### src/rtl/ulmds_pkg.sv
//
// Behaviour
// Receive FIFO error bit 0 set while errored characters held; clears on read when none.
// Transmitter empty bit 1 reads 1 only when holding stage and shifter empty.
// Holding empty bit 2 set once holding stage (or transmit FIFO) is empty.
// Break bit 3 set when input stays low beyond one whole frame.
// After break, wait for high then valid start; store one zero character.
// Break bit clears on status read or on a frame with good stop.
// Framing error bit 4 from first stop sample; flagged at FIFO head.
// After framing error, low stop sample is taken as next start bit.
// Framing error bit clears on status read or new buffer load.
// Parity error bit 5 on mismatch, at head; clears on read or load.
// Non-FIFO overrun bit 6 when unread buffer overwritten; clears on status read.
// FIFO overrun when full and another character completes; FIFO kept intact.
// Data ready bit 7 while buffer or FIFO holds a character.
// Modem status bit 3 is inverse of active-low clear-to-send input.
// Modem status bit 7 set on clear-to-send change; raises enabled interrupt.
// Eight-bit scratch register, read/write, no effect on serial operation.
// DMA mode 1 only when mode select and FIFO enable both set.
// Mode 0 transmit-ready set while transmit stage holds a character.
// Mode 1 transmit-ready set when transmit FIFO full, cleared when empty.
// Mode 0 receive-ready set when no received character is held.
// Mode 1 receive-ready clears at trigger or timeout until FIFO empties.
// Software should read line status before the received character.
// Trigger field: 00 one, 01 four, 10 eight, 11 fourteen bytes.
// Timeout after four character times without FIFO traffic while non-empty.
package ulmds_pkg;
	// ********************************************************
	// Register map
	// ********************************************************
	localparam logic [11:0] OFF_RBR  = 12'h000;
	localparam logic [11:0] OFF_LSR  = 12'h004;
	localparam logic [11:0] OFF_MSR  = 12'h008;
	localparam logic [11:0] OFF_SCR  = 12'h00c;
	localparam logic [11:0] OFF_DSR  = 12'h010;
	localparam logic [11:0] OFF_CFG  = 12'h014;
	localparam int          MSR_CTS  = 3;
	localparam int          MSR_CLEAR_TO_SEND_CHANGED = 7;
	localparam int          DSR_TX   = 6;
	localparam int          DSR_RX   = 7;
	localparam logic [7:0]  SCR_RST  = 8'h00;
	localparam logic [9:0]  CFG_RST  = 10'h000;

	// ********************************************************
	// Sizes and timing
	// ********************************************************
	localparam int          FIFO_DEPTH    = 16;
	localparam logic [4:0]  FIFO_FULL     = 5'h10;
	localparam logic [4:0]  NOFIFO_DEPTH  = 5'h01;
	localparam logic [3:0]  TICK_MID      = 4'h7;
	localparam logic [3:0]  TICK_LAST     = 4'hf;
	localparam int          OVERSAMPLE    = 16;
	localparam int          TIMEOUT_CHARS = 4;
	localparam logic [9:0]  TO_TICKS_BIT  = 10'(TIMEOUT_CHARS * OVERSAMPLE);
	localparam logic [9:0]  FRAME_FIXED   = 10'h007;
	localparam logic [3:0][4:0] RX_TRIG   = {5'h0e, 5'h08, 5'h04, 5'h01};

	// ********************************************************
	// Types
	// ********************************************************
	typedef struct packed {
		logic       msIrqEn;
		logic [1:0] trig;
		logic       dma_mode_select;
		logic       fifo_enable_bit;
		logic       sp;
		logic       eps;
		logic       pen;
		logic [1:0] wls;
	} ulmds_cfg_t;

	typedef struct packed {
		logic       brk;
		logic       frm;
		logic       par;
		logic [7:0] data;
	} ulmds_char_t;

	typedef enum logic [2:0] {RX_IDLE, RX_START, RX_DATA, RX_PAR, RX_STOP, RX_BREAK}
		ulmds_rx_state_t;

	typedef struct packed {
		ulmds_rx_state_t state;
		logic [3:0]      tick;
		logic [2:0]      bitIdx;
		logic [7:0]      shift;
		logic            parAcc;
		logic            zeros;
		logic            parErr;
		logic            valid;
		ulmds_char_t     chr;
	} ulmds_rxs_t;

	typedef struct packed {
		ulmds_cfg_t                        cfg;
		logic [7:0]                        scratch;
		ulmds_char_t [FIFO_DEPTH-1:0]      mem;
		logic [3:0]                        wp;
		logic [3:0]                        rp;
		logic [4:0]                        cnt;
		logic [4:0]                        errCnt;
		logic                              rx_fifo_error_flag;
		logic                              brk;
		logic                              frm;
		logic                              par;
		logic                              ovr;
		logic                              cts;
		logic                              clear_to_send_changed;
		logic                              msIrq;
		logic                              tx_holding_empty_flag;
		logic                              tx_all_empty_flag;
		logic                              tx_dma_ready_flag;
		logic                              rx_dma_ready_flag;
		logic                              timeout;
		logic                              fenPrev;
		logic [9:0]                        toCnt;
		logic                              pready;
		logic                              pslverr;
		logic [31:0]                       prdata;
	} ulmds_st_t;
endpackage : ulmds_pkg

### src/rtl/ulmds_rx_sampler.sv
`timescale 1ns/1ps
module ulmds_rx_sampler
	import ulmds_pkg::*;
(
	input  wire logic        clock,
	input  wire logic        nrst,
	input  wire logic        baudTick,
	input  wire logic        serialIn,
	input  wire ulmds_cfg_t  cfg,
	output logic             chrValid,
	output ulmds_char_t      chrOut
);
	ulmds_rxs_t s_r;
	ulmds_rxs_t s_nxt;
	logic       expPar;

	assign chrValid = s_r.valid;
	assign chrOut   = s_r.chr;
	assign expPar   = cfg.sp ? !cfg.eps : (cfg.eps ? s_r.parAcc : !s_r.parAcc);

	always_comb begin
		s_nxt       = s_r;
		s_nxt.valid = 1'b0;
		if (baudTick) begin
			s_nxt.tick = s_r.tick + 4'h1;
			unique case (s_r.state)
				RX_IDLE: begin
					if (!serialIn) begin
						s_nxt.state = RX_START;
						s_nxt.tick  = 4'h0;
					end
				end
				RX_START: begin
					if (s_r.tick == TICK_MID) begin
						s_nxt.state  = serialIn ? RX_IDLE : RX_DATA;
						s_nxt.tick   = 4'h0;
						s_nxt.bitIdx = 3'h0;
						s_nxt.zeros  = 1'b1;
						s_nxt.parAcc = 1'b0;
					end
				end
				RX_DATA: begin
					if (s_r.tick == TICK_LAST) begin
						s_nxt.shift  = {serialIn, s_r.shift[7:1]};
						s_nxt.parAcc = s_r.parAcc ^ serialIn;
						s_nxt.zeros  = s_r.zeros & !serialIn;
						s_nxt.bitIdx = s_r.bitIdx + 3'h1;
						if (s_r.bitIdx == 3'h4 + {1'b0, cfg.wls}) begin
							s_nxt.state = cfg.pen ? RX_PAR : RX_STOP;
						end
					end
				end
				RX_PAR: begin
					if (s_r.tick == TICK_LAST) begin
						s_nxt.parErr = serialIn != expPar;
						s_nxt.zeros  = s_r.zeros & !serialIn;
						s_nxt.state  = RX_STOP;
					end
				end
				RX_STOP: begin
					if (s_r.tick == TICK_LAST) begin
						s_nxt.valid    = 1'b1;
						s_nxt.chr.data = s_r.shift >> (2'h3 - cfg.wls);
						s_nxt.chr.brk  = 1'b0;
						s_nxt.chr.frm  = !serialIn;
						s_nxt.chr.par  = cfg.pen && s_r.parErr;
						s_nxt.parErr   = 1'b0;
						if (!serialIn && s_r.zeros) begin
							// Whole frame low: one zero character, then park
							s_nxt.chr   = '{brk: 1'b1, frm: 1'b0, par: 1'b0, data: 8'h00};
							s_nxt.state = RX_BREAK;
						end else if (!serialIn) begin
							// Low stop sample sits mid start bit of the next frame
							s_nxt.state  = RX_DATA;
							s_nxt.bitIdx = 3'h0;
							s_nxt.zeros  = 1'b1;
							s_nxt.parAcc = 1'b0;
						end else begin
							s_nxt.state = RX_IDLE;
						end
					end
				end
				RX_BREAK: begin
					if (serialIn) begin
						s_nxt.state = RX_IDLE;
					end
				end
			endcase
		end
	end

	always_ff @(posedge clock) begin
		if (!nrst) begin
			s_r <= '{state: RX_IDLE, tick: 4'h0, bitIdx: 3'h0, shift: 8'h00,
				parAcc: 1'b0, zeros: 1'b0, parErr: 1'b0, valid: 1'b0, chr: '0};
		end else begin
			s_r <= s_nxt;
		end
	end
endmodule : ulmds_rx_sampler

### src/rtl/ulmds_status.sv
`timescale 1ns/1ps
module ulmds_status
	import ulmds_pkg::*;
(
	input  wire logic        clock,
	input  wire logic        nrst,
	input  wire logic        psel,
	input  wire logic        penable,
	input  wire logic        pwrite,
	input  wire logic [11:0] paddr,
	input  wire logic [31:0] pwdata,
	output logic             pready,
	output logic [31:0]      prdata,
	output logic             pslverr,
	input  wire logic        baudTick,
	input  wire logic        serialIn,
	input  wire logic        ctsN,
	input  wire logic        txHoldFull,
	input  wire logic [4:0]  txFifoCount,
	input  wire logic        txShiftBusy,
	output logic             modemIrq
);
	ulmds_st_t   s_r;
	ulmds_st_t   s_nxt;
	logic        chrValid;
	ulmds_char_t chrIn;
	logic        setup;
	logic        done;
	logic        rdTake;
	logic        wrDone;
	logic        rdLsr;
	logic        rdMsr;
	logic        mode1;
	logic [4:0]  depth;
	logic        pop;
	logic        room;
	logic        push;
	logic        ovwr;
	ulmds_char_t head;
	ulmds_char_t newHead;
	logic        loadHead;
	logic [4:0]  trigLvl;
	logic [9:0]  toLimit;
	logic        txOcc;
	logic [7:0]  lsrVal;

	assign pready   = s_r.pready;
	assign prdata   = s_r.prdata;
	assign pslverr  = s_r.pslverr;
	assign modemIrq = s_r.msIrq;

	ulmds_rx_sampler u_rx (
		.clock    (clock),
		.nrst     (nrst),
		.baudTick (baudTick),
		.serialIn (serialIn),
		.cfg      (s_r.cfg),
		.chrValid (chrValid),
		.chrOut   (chrIn)
	);

	// ********************************************************
	// Bus decode
	// ********************************************************
	// Read side effects happen at the setup edge, where the data is captured,
	// so an event landing between capture and completion is never cleared unseen.
	assign setup  = psel && !penable;
	assign done   = psel && penable && s_r.pready;
	assign rdTake = setup && !pwrite;
	assign wrDone = done && pwrite;
	assign rdLsr  = rdTake && paddr == OFF_LSR;
	assign rdMsr  = rdTake && paddr == OFF_MSR;

	// ********************************************************
	// Receive buffer / FIFO
	// ********************************************************
	assign mode1    = s_r.cfg.dma_mode_select && s_r.cfg.fifo_enable_bit;
	assign depth    = s_r.cfg.fifo_enable_bit ? FIFO_FULL : NOFIFO_DEPTH;
	assign pop      = rdTake && paddr == OFF_RBR && s_r.cnt != 5'h00;
	assign room     = s_r.cnt < depth || pop;
	assign push     = chrValid && room;
	assign ovwr     = chrValid && !room && !s_r.cfg.fifo_enable_bit;
	assign head     = s_r.mem[s_r.rp];
	assign newHead  = (pop && s_r.cnt > 5'h01) ? s_r.mem[s_r.rp + 4'h1] : chrIn;
	assign loadHead = (push && (s_r.cnt == 5'h00 || (pop && s_r.cnt == 5'h01)))
		|| (pop && s_r.cnt > 5'h01) || ovwr;
	assign trigLvl  = RX_TRIG[s_r.cfg.trig];
	assign toLimit  = 10'((FRAME_FIXED + 10'(s_r.cfg.wls) + 10'(s_r.cfg.pen)) * TO_TICKS_BIT);
	assign txOcc    = s_r.cfg.fifo_enable_bit ? txFifoCount != 5'h00 : txHoldFull;
	assign lsrVal   = {s_r.cnt != 5'h00, s_r.ovr, s_r.par, s_r.frm, s_r.brk,
		s_r.tx_holding_empty_flag, s_r.tx_all_empty_flag, s_r.rx_fifo_error_flag};

	always_comb begin
		s_nxt         = s_r;
		s_nxt.pready  = 1'b0;
		s_nxt.pslverr = 1'b0;
		s_nxt.fenPrev = s_r.cfg.fifo_enable_bit;

		if (pop) begin
			s_nxt.rp     = s_r.rp + 4'h1;
			s_nxt.errCnt = s_nxt.errCnt - {4'h0, head.brk | head.frm | head.par};
		end
		if (push) begin
			s_nxt.mem[s_r.wp] = chrIn;
			s_nxt.wp          = s_r.wp + 4'h1;
			s_nxt.errCnt      = s_nxt.errCnt + {4'h0, chrIn.brk | chrIn.frm | chrIn.par};
		end
		if (ovwr) begin
			s_nxt.mem[s_r.rp] = chrIn;
		end
		s_nxt.cnt = s_r.cnt + {4'h0, push} - {4'h0, pop};
		// Switching FIFO mode drops everything buffered
		if (s_r.cfg.fifo_enable_bit != s_r.fenPrev) begin
			s_nxt.wp     = 4'h0;
			s_nxt.rp     = 4'h0;
			s_nxt.cnt    = 5'h00;
			s_nxt.errCnt = 5'h00;
		end

		// ****************************************************
		// Line status flags: clears first, so sets win
		// ****************************************************
		if (rdLsr) begin
			s_nxt.brk = 1'b0;
			s_nxt.frm = 1'b0;
			s_nxt.par = 1'b0;
			s_nxt.ovr = 1'b0;
		end
		if (chrValid && !chrIn.brk && !chrIn.frm) begin
			s_nxt.brk = 1'b0;
		end
		if (loadHead) begin
			s_nxt.frm = newHead.frm;
			s_nxt.par = newHead.par;
			s_nxt.brk = s_nxt.brk | newHead.brk;
		end
		if (chrValid && !room) begin
			s_nxt.ovr = 1'b1;
		end
		if (rdLsr && s_nxt.errCnt == 5'h00) begin
			s_nxt.rx_fifo_error_flag = 1'b0;
		end
		if (!s_r.cfg.fifo_enable_bit) begin
			s_nxt.rx_fifo_error_flag = 1'b0;
		end else if (s_nxt.errCnt != 5'h00) begin
			s_nxt.rx_fifo_error_flag = 1'b1;
		end
		s_nxt.tx_holding_empty_flag = s_r.cfg.fifo_enable_bit ? txFifoCount == 5'h00 : !txHoldFull;
		s_nxt.tx_all_empty_flag = s_nxt.tx_holding_empty_flag && !txShiftBusy;

		// ****************************************************
		// Modem status
		// ****************************************************
		s_nxt.cts = !ctsN;
		if (rdMsr) begin
			s_nxt.clear_to_send_changed = 1'b0;
		end
		if (s_nxt.cts != s_r.cts) begin
			s_nxt.clear_to_send_changed = 1'b1;
		end
		s_nxt.msIrq = s_nxt.clear_to_send_changed && s_r.cfg.msIrqEn;

		// ****************************************************
		// Receive timeout in baud ticks
		// ****************************************************
		if (s_nxt.cnt == 5'h00 || push || pop) begin
			s_nxt.toCnt   = 10'h000;
			s_nxt.timeout = 1'b0;
		end else if (baudTick && !s_r.timeout) begin
			if (s_r.toCnt == toLimit - 10'h001) begin
				s_nxt.timeout = 1'b1;
			end else begin
				s_nxt.toCnt = s_r.toCnt + 10'h001;
			end
		end

		// ****************************************************
		// DMA ready
		// ****************************************************
		if (!mode1) begin
			s_nxt.tx_dma_ready_flag = txOcc;
			s_nxt.rx_dma_ready_flag = s_nxt.cnt == 5'h00;
		end else begin
			if (!txOcc) begin
				s_nxt.tx_dma_ready_flag = 1'b0;
			end else if (txFifoCount == FIFO_FULL) begin
				s_nxt.tx_dma_ready_flag = 1'b1;
			end
			if (s_nxt.cnt == 5'h00) begin
				s_nxt.rx_dma_ready_flag = 1'b1;
			end else if (s_nxt.cnt >= trigLvl || s_nxt.timeout) begin
				s_nxt.rx_dma_ready_flag = 1'b0;
			end
		end

		// ****************************************************
		// APB slave: zero wait states, answer registered
		// ****************************************************
		if (setup) begin
			s_nxt.pready = 1'b1;
			s_nxt.prdata = 32'h0000_0000;
			unique case (paddr)
				OFF_RBR: s_nxt.prdata[7:0] = s_r.cnt != 5'h00 ? head.data : 8'h00;
				OFF_LSR: s_nxt.prdata[7:0] = lsrVal;
				OFF_MSR: begin
					s_nxt.prdata[MSR_CTS]  = s_r.cts;
					s_nxt.prdata[MSR_CLEAR_TO_SEND_CHANGED] = s_r.clear_to_send_changed;
				end
				OFF_SCR: s_nxt.prdata[7:0] = s_r.scratch;
				OFF_DSR: begin
					s_nxt.prdata[DSR_TX] = s_r.tx_dma_ready_flag;
					s_nxt.prdata[DSR_RX] = s_r.rx_dma_ready_flag;
				end
				OFF_CFG: s_nxt.prdata[9:0] = s_r.cfg;
				default: s_nxt.pslverr = 1'b1;
			endcase
		end
		if (wrDone && paddr == OFF_SCR) begin
			s_nxt.scratch = pwdata[7:0];
		end
		if (wrDone && paddr == OFF_CFG) begin
			s_nxt.cfg = pwdata[9:0];
			// Entering mode 1 part-filled must not inherit the mode 0 ready
			if (!mode1 && s_nxt.cfg.dma_mode_select && s_nxt.cfg.fifo_enable_bit) begin
				s_nxt.tx_dma_ready_flag = 1'b0;
			end
		end
	end

	always_ff @(posedge clock) begin
		if (!nrst) begin
			s_r         <= '0;
			s_r.cfg     <= CFG_RST;
			s_r.scratch <= SCR_RST;
			s_r.tx_holding_empty_flag    <= 1'b1;
			s_r.tx_all_empty_flag    <= 1'b1;
			s_r.rx_dma_ready_flag   <= 1'b1;
		end else begin
			s_r <= s_nxt;
		end
	end
endmodule : ulmds_status

### config.mk
export PLATFORM = sky130hd
export DESIGN_NAME = ulmds_status
export DESIGN_NICKNAME = d
export VERILOG_FILES = /design/src/rtl/ulmds_pkg.sv /design/src/rtl/ulmds_rx_sampler.sv /design/src/rtl/ulmds_status.sv
export SDC_FILE = /design/constraint.sdc
export NUM_CORES = 1
export LEC_CHECK = 0
export ABC_AREA = 1
export BUFFER_PORTS_ARGS = -buffer_cell sky130_fd_sc_hd__clkbuf_2
export CAP_MARGIN = 20
export CORE_MARGIN = 2
export CORE_UTILIZATION = 55
export DETAILED_ROUTE_END_ITERATION = 8
export GPL_ROUTABILITY_DRIVEN = 0
export PLACE_DENSITY = 0.81
export SLEW_MARGIN = 25
export SYNTH_ARGS = -nofsm -noshare
export SYNTH_HDL_FRONTEND = slang
export SYNTH_SLANG_ARGS = --single-unit
### constraint.sdc
create_clock -name clock -period 5 [get_ports clock]
set_input_delay 0.75 -clock clock [delete_from_list [all_inputs] [get_ports clock]]
set_output_delay 0.75 -clock clock [all_outputs]
set_load 0.005 [all_outputs]
Word-level counts from Yosys, hierarchy flattened
Index checks and enable logic that the tools add are counted.

cells by class
  reductions and logical operators = 79
  bitwise logic cells = 9
  magnitude comparators = 9
  multiplexer cells = 76
  eq/ne operators = 29
  add/subtract/negate cells = 14
  shifts and indexed selects = 1

operator list
  kind                                                                          number
  176-bit bitwise mux                                                           2
  180-bit two-way mux                                                           1
  176-bit two-way mux                                                           1
  11-bit binary-select mux with 4-bit select                                    2
  11-bit demux with 4-bit select                                                2
  11-bit two-way mux                                                            6
  34-bit two-way mux                                                            1
  3-bit two-way mux                                                             11
  1-bit logical AND                                                             30
  12-bit by 4-bit == test with 1-bit output, second input constant              2
  12-bit by 5-bit == test with 1-bit output, second input constant              2
  5-bit zero test                                                               4
  1-bit two-way mux                                                             20
  10-bit two-way mux                                                            2
  5-bit two-way mux                                                             4
  3-bit one-hot mux with 6 select lines                                         1
  8-bit AND reduction                                                           2
  4-bit by 5-bit less-than comparator with 1-bit output, second input constant  3
  15-bit two-way mux                                                            1
  5-bit nonzero test                                                            3
  1-bit zero test                                                               14
  2-bit two-way mux                                                             7
  13-bit two-way mux                                                            1
  4-bit by 1-bit adder with 4-bit output, second input constant                 3
  other kinds (58)                                                              92

storage, ports and cells
  bits in registers = 281
  output and inout bits = 35

Logic depth before layout (Yosys ltp)
Gate-level depths: netlist of run 1.

  depth after elaboration = 20
  depth in mapped cells = 24
  depth with buffers taken out = 23

Modules after synthesis
A second synthesis of run 1 with hierarchy kept.

second synthesis, totals
  cell total of the unflattened synthesis = 2042
  area, all modules = 14463.9 um^2

by module, submodules not included
  module            area each (um^2)  cells each  instances
  ulmds_status      12493.2           1747        1
  ulmds_rx_sampler  1970.6            295         1

Worst setup path before layout of run 1
OpenSTA, ideal clock, no wires.

  kind = input to register
  from = input paddr[11]
  to = register s_r[46] (netlist name)
  slack = 1555 ps
  stages on the path = 20
  data arrival time = 3386 ps
  required time = 4940 ps
  path through = nor2_1 > nand2_1 > nor2_4 > nand3_4 > nand2_4 > nand2_8 > buf_6 > o21ai_0 > ha_1 > fa_1 > inv_1 > nor2_1 > ha_1 > a21boi_0 > o21a_1 > o21ai_0 > nand2_1 > a21oi_1 > nand2_1 > nand2_1

RTL lines
  element               line                 source
  from (decl)           ulmds_status.sv:10   input wire logic [11:0] paddr,
  to (signal assigned)  ulmds_status.sv:239  s_r <= s_nxt;
  to (decl)             ulmds_status.sv:23   ulmds_st_t s_r;

Final worst setup path of run 1
  from = register s_r[69] (netlist name)
  to = register s_r (netlist bit lsrVal[0])

between the ends
  cells in the longest elaborated chain, start to end = 12

ends and longest elaborated chain
  element                                        line                 source
  11-bit binary-select mux with 4-bit select *   ulmds_status.sv:83   assign head = s_r.mem[s_r.rp];
  11-bit two-way mux (implied by the code) *     ulmds_status.sv:83
  1-bit bitwise OR                               ulmds_status.sv:101  s_nxt.errCnt = s_nxt.errCnt - {4'h0, head.brk | head.frm | head.par};
  1-bit bitwise OR *                             ulmds_status.sv:101
  5-bit by 1-bit subtractor with 5-bit output *  ulmds_status.sv:101
  5-bit two-way mux *                            ulmds_status.sv:99   if (pop) begin
  5-bit by 1-bit adder with 5-bit output         ulmds_status.sv:106  s_nxt.errCnt = s_nxt.errCnt + {4'h0, chrIn.brk | chrIn.frm | chrIn.par};
  5-bit two-way mux *                            ulmds_status.sv:103  if (push) begin
  10-bit two-way mux *                           ulmds_status.sv:113  if (s_r.cfg.fifo_enable_bit != s_r.fenPrev) begin
  5-bit zero test                                ulmds_status.sv:140  if (rdLsr && s_nxt.errCnt == 5'h00) begin
  1-bit logical AND                              ulmds_status.sv:140
  2-bit nonzero test (no line)                   --

Every way passes the cells marked *; elsewhere a longest branch is shown, timed or not. The select of a mux whose other input is x is not followed.
A chain may end at the register's enable or synchronous reset.

==> results.toml, run 1 <==
[global_routing]
grt_usage_pct = 25.7
antenna_found_initial = 0
grt_max_degree = 107
use_met1_pct = 33.4
met3_usage_pct = 4.60
grtUsageMet2_pct = 42.7
grt_pass1_wl_um = 57000
globalRoute.busiestLayer = "met2"
grt_overflow_total = 0
grt_pass1_vias = 11900

[clock_tree]
cts_resized = 0
cts_tree = "yes"
cts_buffers = 29
cts-root-buf = "clkbuf_16"
post_cts_buffers = 0
cts.path.max_buffers = 3
clock-sinks = 281
htree_levels = 1
clkLatencyLatePin_ps = 540
ctsHoldBuffers = 0
path_clk_slew_ps = 70

[setup_path]
criticalPathCategory = "flop to flop"
critPathLaunchType = "flop"
crit_fanout = 43
end_kind = "flop"
reg2reg_from = "s_r[69]$_SDFFE_PP0N_"
r2r_end = "lsrVal[0]$_SDFFE_PN0P_"
crit_required_ps = 5450
worstPathArrival_ps = 4300
reg2reg_depth = 20
r2r_setup_slack_ps = 1150

[worst_hold_path]
whs_endpoint = "s_r[52]$_SDFF_PN0_"
hold_start = "ctsN"
min_path_type = "primary input to flop"
whs_path_depth = 2

[synthesis]
synthAdderAreaFrac_pct = 2.96
seq_area_frac_synth_pct = 40.0
synth-xor-area-share_pct = 0.739
ys_warn_count = 0
synth.area.top_cells = "dfxtp_1 (40%), a21oi_1 (7.4%), o21ai_0 (7.2%)"
synth_edf_count = 0
synth_cells = 1906
async_flop_share_pct = 0
avgSynthCellArea_um2 = 7.37
synthMuxAreaShare_pct = 0
yosysMostFrequentCell = "dfxtp_1"
synthFlopType = "dfxtp_1"
synth_top_area_share_pct = 40.0
synth_compound_area_share_pct = 25.8
synth_top_area_cell = "dfxtp_1"
netlist_area_um2 = 14000
synth_top_cells_by_count = "dfxtp_1 (281), nor2_1 (227), nand2_1 (216)"
synth_cell_types = 59
synth_top_family_by_area = "compound AO/OA/AOI/OAI gates"
yosys.area_share.simple_pct = 19.6
synth-seq-cells = 281

[detailed_routing]
dr.pass1.iters = 6
drt_wl_total_um = 34900
drtIter0Drc = 1158
vias = 12600
drc = 0
ant_nets = 0
viasPerCell = 5.71
wl_per_cell_um = 15.8

[timing]
max-slew-margin-rel_pct = 37.0
fin_tns_setup_ps = 0
hold_viol_final = 0
drv_slew = 0
fmax_ghz = 0.260
min_period_ps = 3850
rsz0062_at_grt = "false"
hold_slack_ps = 408
setup_viol = 0
finalCritPeriodShare_pct = 77.0
worst_slew_pin_slew_ps = 944
skew_ps = 12.3

[pwr]
powerDensity_nw_per_um2 = 298
leakage_nw = 5.96
peakVddDrop_mv = 0.278
finalPower_w = 0.00443

[die]
core_um2 = 25100
die_x_um = 164
die_h_um = 164
rows = 58
io_pins = 94
dieArea_um2 = 26800
initial_core_util_pct = 55.9

[finish]
drive_above_1_share_pct = 10.7
antenna_cells = 0
syn_to_final_growth_pct = 5.74
fin_util_pct = 59.2
final_nets = 1955

[status]
status = "complete, no violations"

[flow_run]
cap_violations = 0

[placed_design]
dpl.hpwl_um = 23200
io_buffers = 49
-- critical path: stages, from the launching register on --
cell     delay [ps]
dfxtp_1         310
buf_4           440
inv_1           430
o41ai_1         420
o31ai_1         160
nand2_1         100
nand4_1         170
ha_1            240
ha_1            280
nand2_1          60
nand2_1         140
inv_1            60
ha_1            290
inv_1            60
nand3_1          70
nand3_1         130
nand3_1          90
nor2_1           90
nand3_1         100
nand2_1          80
inv_1            40
-- through the flow --
| step | cell area, um^2 | cells | setup slack (ps) |
|---|---|---|---|
| after floorplan | 14100 | 1927 | 1550 |
| after global routing | 14900 | 2212 | 913 |
| after CTS | 14900 | 2212 | 1190 |
| after detailed placement | 14000 | 2163 | 902 |
| final | 14900 | 2212 | 1150 |
| after global placement | 14000 | 2163 | 965 |
-- flip-flops by register name, indices dropped and copies added (netlist names) --
name,count
s_r,227
modemIrq,1
pslverr,1
u_rx.chrValid,1
pready,1
s_nxt,1
u_rx.s_r,21
lsrVal,7
prdata,10
u_rx.chrOut,11
-- how the worst max path moves through the flow --
stage | from | to | cells past startpoint
final | s_r[69]$_SDFFE_PP0N_ | lsrVal[0]$_SDFFE_PN0P_ | 20
after CTS | s_r[69]$_SDFFE_PP0N_ | lsrVal[0]$_SDFFE_PN0P_ | 20
after detailed placement | paddr[4] | s_r[46]$_SDFFE_PN1P_ | 20
after global placement | paddr[7] | s_r[46]$_SDFFE_PN1P_ | 19
after global routing | s_r[69]$_SDFFE_PP0N_ | lsrVal[0]$_SDFFE_PN0P_ | 20
after floorplan | paddr[11] | s_r[46]$_SDFFE_PN1P_ | 20
-- placed cells by master (no fill, tap or decap), drive strengths merged --
cell	count
nor3b	5
clkinvlp	4
clkbuf	86
nor2	245
o31ai	5
inv	173
buf	9
clkinv	9
ha	30
a211oi	22
o21a	2
xnor2	3
a21o	1
xor2	8
o211ai	6
nor4	10
or2	2
o41ai	4
dfxtp	281
o21bai	1
a21boi	1
a41oi	1
a21oi	233
nand3b	2
o221ai	4
nand4	20
nand2	240
o21ai	314
fa	2
a221oi	4
o311ai	1
conb	22
a22oi	2
and3	1
nor3	26
nand3	57
a31oi	9
o22ai	37
-- where the power goes --
part | leakage, nW | switching [W] | internal, W | total [W]
clock | 0.420 | 0.000883 | 0.00112 | 0.00200
combinational | 3.28 | 0.000111 | 0.0000511 | 0.000162
sequential | 2.27 | 0.0000152 | 0.00226 | 0.00227
-- per-layer routing --
metal / vias up / wire length (um)
met4: 0 / 1030
met1: 5733 / 14900
met5: - / 0
met3: 88 / 2910
li1: 6297 / -
met2: 523 / 16100
-- cell type report --
class,instances,area (um^2)
timing repair buffer,57,308
multi-input combinational,1320,6980
clock buffer,38,800
clock inverter,11,68.8
inverter,175,657
sequential,281,5630
fill,2296,10300
tap,330,413
-- cell families (layout without fill, tap and decap cells) --
family          after synthesis  after routing
compound gates              647            647
other cells                   1             22
buf+inv                     326            281
fa+ha+maj                    32             32
flops                       281            281
simple gates                608            608
xor+xnor                     11             11
Note: power is estimated with default switching activity, not from simulation.
==> run 2: changes to the inputs <==
==> constraint.sdc (replaced) <==
create_clock -name clock -period 3.9 [get_ports clock]
set_input_delay 0.585 -clock clock [delete_from_list [all_inputs] [get_ports clock]]
set_output_delay 0.585 -clock clock [all_outputs]
set_load 0.005 [all_outputs]
==> run 2 against run 1 <==
Compared with the run above: critical path depth decreased by 1; utilization increased by 0.87 points; clock power increased by 50%; hold slack got worse by 210 ps; fmax increased by 9.8%; count of clock-buffer cells in the layout increased by 2; power increased by 38%; non-clock buffer count increased by 8; sequential power increased by 28%; via count increased by 1.5%.
==> results.toml, run 2 (synthesis results as in run 1) <==
[timing]
skew_ps = 12.9
finalCritPeriodShare_pct = 89.9
min_period_ps = 3510
drv_slew = 0
rsz0062_at_grt = "false"
fmax_ghz = 0.285
setup_viol = 0
hold_viol_final = 0
fin_tns_setup_ps = 0
max-slew-margin-rel_pct = 33.5
worst_slew_pin_slew_ps = 998

[die]
die_x_um = 164
initial_core_util_pct = 55.9
die_h_um = 164
dieArea_um2 = 26800
rows = 58
io_pins = 94
core_um2 = 25100

[setup_path]
end_kind = "flop"
crit_fanout = 6
criticalPathCategory = "flop to flop"
critPathLaunchType = "flop"
reg2reg_depth = 19
r2r_setup_slack_ps = 390
worstPathArrival_ps = 4020
reg2reg_from = "s_nxt[44]$_SDFFE_PN0P_"
r2r_end = "s_r[46]$_SDFFE_PN1P_"
crit_required_ps = 4410

[clock_tree]
htree_levels = 1
clock-sinks = 281
path_clk_slew_ps = 60
clkLatencyLatePin_ps = 570
cts_buffers = 29
cts_resized = 0
cts.path.max_buffers = 3
ctsHoldBuffers = 0
cts-root-buf = "clkbuf_16"
post_cts_buffers = 0
cts_tree = "yes"

[global_routing]
grt_overflow_total = 0
grt_usage_pct = 26.1
grt_pass1_wl_um = 58000
grt_pass1_vias = 11800
antenna_found_initial = 0
grt_max_degree = 86

[pwr]
peakVddDrop_mv = 0.335
powerDensity_nw_per_um2 = 406
leakage_nw = 6.09

[placed_design]
io_buffers = 49
dpl.hpwl_um = 23200

[finish]
final_common_cell = "dfxtp_1"
largest-register = "s_r"
fin_util_pct = 60.0
multi_input_area_um2 = 6980
regArea_um2 = 5630
syn_to_final_growth_pct = 7.30
nFillCells = 2210
final_nets = 1963
largest_reg_flops = 227
mostFrequentLayoutCells = "dfxtp_1 (280), nor2_1 (227), nand2_1 (216), a21oi_1 (209), o21ai_0 (201)"
drive_above_1_share_pct = 11.2
antenna_cells = 0

[detailed_routing]
drt_wl_total_um = 35100
ant_nets = 0
viasPerCell = 5.76
drtIter0Drc = 1115
dr.pass1.iters = 7
vias = 12800
wl_per_cell_um = 15.8
drc = 0

[flow_run]
cap_violations = 0

[worst_hold_path]
hold_start = "ctsN"
whs_endpoint = "s_r[52]$_SDFF_PN0_"
min_path_type = "primary input to flop"
whs_path_depth = 2

[status]
status = "complete, no violations"
==> run 2: worst max path at each step <==
stage,end,cells past startpoint,slack [ps],from
after floorplan,s_r[46]$_SDFFE_PN1P_,20,620,paddr[11]
after global placement,s_r[46]$_SDFFE_PN1P_,19,310,paddr[7]
after detailed placement,s_r[46]$_SDFFE_PN1P_,19,220,paddr[7]
after CTS,s_r[46]$_SDFFE_PN1P_,19,450,s_nxt[44]$_SDFFE_PN0P_
after global routing,s_r[46]$_SDFFE_PN1P_,21,180,s_r[64]$_SDFF_PN0_
final,s_r[46]$_SDFFE_PN1P_,19,390,s_nxt[44]$_SDFFE_PN0P_
==> run 2: critical path: stages, from the launching register on <==
cell and delay, ps:
dfxtp_1 470, inv_1 190, ha_1 330, nand2_2 70
nand2_4 90, nand2_4 90, nand2_8 70, o21ai_0 100
ha_1 230, fa_1 490, inv_1 50, nor2_1 210
ha_1 270, a21boi_0 120, o21a_1 160, o21ai_0 150
nand2_1 80, a21oi_1 130, nand2_1 70, nand2_1 60
==> run 2: metal layers <==
layer / global-route usage (%) / part of all wire, %
met5: 0 / 0
met4: 8.33 / 2.3
met3: 4.60 / 8.5
met2: 43.9 / 46
met1: 34.0 / 43
==> run 2: final cells by class <==
class / instances / share of cell area (%)
Sequential cell: 281 / 37.3
Tap cell: 330 / 2.74
Multi-Input combinational cell: 1320 / 46.3
Inverter: 175 / 4.36
Timing Repair Buffer: 65 / 2.44
Clock buffer: 40 / 5.35
Clock inverter: 14 / 1.46
==> run 2: report_power, final <==
group | internal, W | switching [W] | total, W
logic | 0.0000666 | 0.000141 | 0.000208
registers | 0.00289 | 0.0000193 | 0.00291
clock network | 0.00179 | 0.00121 | 0.00300
total | 0.00475 | 0.00137 | 0.00611
==> run 2: stage by stage <==
step | total power, W | hold WS, ps | setup slack [ps] | cell area [um^2] | std cells
after global routing | 0.00629 | 209 | 178 | 15100 | 2225
after floorplan | 0.00313 | 425 | 620 | 14100 | 1927
after detailed placement | 0.00318 | 443 | 224 | 14000 | 2171
after global placement | 0.00317 | 434 | 314 | 14000 | 2171
final | 0.00611 | 194 | 393 | 15100 | 2225
after CTS | 0.00614 | 183 | 453 | 15100 | 2225
==> run 3: changes to the inputs <==
--- a/config.mk
+++ b/config.mk
@@ -8,8 +8,9 @@
 export ABC_AREA = 1
 export BUFFER_PORTS_ARGS = -buffer_cell sky130_fd_sc_hd__clkbuf_2
 export CAP_MARGIN = 20
-export CORE_MARGIN = 2
+export CORE_MARGIN = 4
 export CORE_UTILIZATION = 55
+export CTS_CLUSTER_SIZE = 20
 export DETAILED_ROUTE_END_ITERATION = 8
 export GPL_ROUTABILITY_DRIVEN = 0
 export PLACE_DENSITY = 0.81
==> run 3 against run 2 <==
Compared with the run above: non-clock buffer count is 1 lower; critical path depth increased by 2; die area rose by 4.9%; combinational power about the same; register-to-register slack better by 80 ps; design area down 0.31%; clock power shrank 6%; sequential cell count unchanged; setup slack improved by 77 ps; critical path type unchanged; critical endpoint unchanged; largest power group is now registers.
==> results.toml, run 3 (synthesis results as in run 1) <==
[setup_path]
reg2reg_from = "s_r[64]$_SDFF_PN0_"
worst_setup_path_startpoint = "s_r[64]$_SDFF_PN0_"
r2r_setup_slack_ps = 470
r2r_end = "s_r[46]$_SDFFE_PN1P_"
worstSetupEndpoint = "s_r[46]$_SDFFE_PN1P_"
crit_fanout = 5
criticalPathCategory = "flop to flop"
end_kind = "flop"
worstPathArrival_ps = 3930
crit_required_ps = 4400
reg2reg_depth = 21
critPathLaunchType = "flop"

[status]
status = "complete, no violations"

[pwr]
peakVddDrop_mv = 0.337
leakage_nw = 6.06
powerDensity_nw_per_um2 = 396
finalPower_w = 0.00595

[global_routing]
grt_pass1_vias = 11800
grt_pass1_wl_um = 57800
antenna_found_initial = 0
grt_max_degree = 126
grt_usage_pct = 24.0
grt_overflow_total = 0

[timing]
fin_tns_setup_ps = 0
rsz0062_at_grt = "false"
hold_viol_final = 0
worst_slack_ps = 471
skew_ps = 16.5
min_period_ps = 3430
max-slew-margin-rel_pct = 37.7
setup_viol = 0
worst_slew_pin_slew_ps = 934
drv_slew = 0
fmax_ghz = 0.292
finalCritPeriodShare_pct = 87.9

[finish]
nFillCells = 2209
drive_above_1_share_pct = 11.2
final_nets = 1962
syn_to_final_growth_pct = 6.97
mostFrequentLayoutCells = "dfxtp_1 (280), nor2_1 (227), nand2_1 (216), a21oi_1 (209), o21ai_0 (201)"
final_common_cell = "dfxtp_1"
largest-register = "s_r"
fin_cells = 2222
antenna_cells = 0
largest_reg_flops = 227

[clock_tree]
post_cts_buffers = 0
htree_levels = 1
path_clk_slew_ps = 60
clock-sinks = 281
cts_resized = 0
cts.path.max_buffers = 3
clkLatencyLatePin_ps = 560
cts-root-buf = "clkbuf_16"
cts_buffers = 29
cts_tree = "yes"
ctsHoldBuffers = 0

[placed_design]
io_buffers = 49
dpl.hpwl_um = 23400
dp_cells = 2170
place_ws_ps = 251

[die]
dieArea_um2 = 28200
die_h_um = 168
core_um2 = 25200
io_pins = 94
die_x_um = 168
initial_core_util_pct = 55.8
rows = 58

[detailed_routing]
drtIter0Drc = 1097
drt_wl_total_um = 35200
ant_nets = 0
dr.pass1.iters = 6
vias = 12700
viasPerCell = 5.70
wl_per_cell_um = 15.8
drc = 0

[worst_hold_path]
min_path_type = "primary input to flop"

[flow_run]
cap_violations = 0
## run 3: cell types whose count changed in the layout (fill, tap and decap cells not counted)
cell | before | now
inv_16 | 1 | 0
buf_12 | 0 | 1
bufinv_16 | 5 | 2
clkbuf_8 | 4 | 9
inv_6 | 1 | 2
buf_4 | 17 | 15
clkinv_2 | 5 | 2
clkbuf_1 | 7 | 6
## run 3: how the worst min path moves through the flow
| stage | start | end | slack, ps | depth (start not counted) |
|---|---|---|---|---|
| finish | txShiftBusy | lsrVal[1]$_SDFF_PN1_ | 230 | 2 |
| detailed placement | s_r[254]$_SDFFE_PN0P_ | s_r[254]$_SDFFE_PN0P_ | 450 | 2 |
| global route | ctsN | s_r[52]$_SDFF_PN0_ | 230 | 2 |
| floorplan | s_r[252]$_SDFFE_PN0P_ | s_r[252]$_SDFFE_PN0P_ | 420 | 2 |
| global placement | s_r[252]$_SDFFE_PN0P_ | s_r[252]$_SDFFE_PN0P_ | 430 | 2 |
| CTS | ctsN | s_r[52]$_SDFF_PN0_ | 210 | 2 |
## run 3: metal layers
metal,global-route usage (%),up-vias,wire length [um],part of all wire (%)
met5,0,-,0,0
met4,9.21,0,1050,3.0
met3,4.32,88,2730,7.8
met2,39.0,488,16400,47
met1,31.9,5781,15000,43
li1,-,6306,-,-
## run 3: area by class of cell
class | count | area, um^2 | share of cell area (%)
clock buffers | 44 | 872 | 5.80
clock inverters | 8 | 104 | 0.691
flip-flops and latches | 281 | 5630 | 37.4
well taps | 330 | 413 | 2.75
multi-input cells | 1320 | 6980 | 46.5
repair buffers | 64 | 373 | 2.48
inverters | 175 | 657 | 4.37
## run 3: power breakdown
group          internal (W)  switching, W
Clock               0.00167       0.00115
Combinational     0.0000671      0.000143
Sequential          0.00289     0.0000204
Total               0.00463       0.00132
## run 3: stage by stage
step                hold WS [ps]  utilization (%)  instance area (um^2)
global route                 234             59.7                 15000
CTS                          211             59.7                 15000
floorplan                    425                -                 14100
finish                       225             59.7                 15000
detailed placement           447             55.8                 14100
global placement             435             55.8                 14100
## run 3: worst max-delay path: stages (launching register included)
cell and delay (ps):
dfxtp_1 380, inv_1 130, ha_1 240, a21oi_1 180, nand2_1 90, nand2_2 80
nand2_4 70, nand2_4 120, nand2_8 50, o21ai_0 190, ha_1 210, fa_1 410
inv_1 80, nor2_1 70, ha_1 290, a21boi_0 130, o21a_1 170, o21ai_0 150
nand2_1 80, a21oi_1 140, nand2_1 70, nand2_1 50
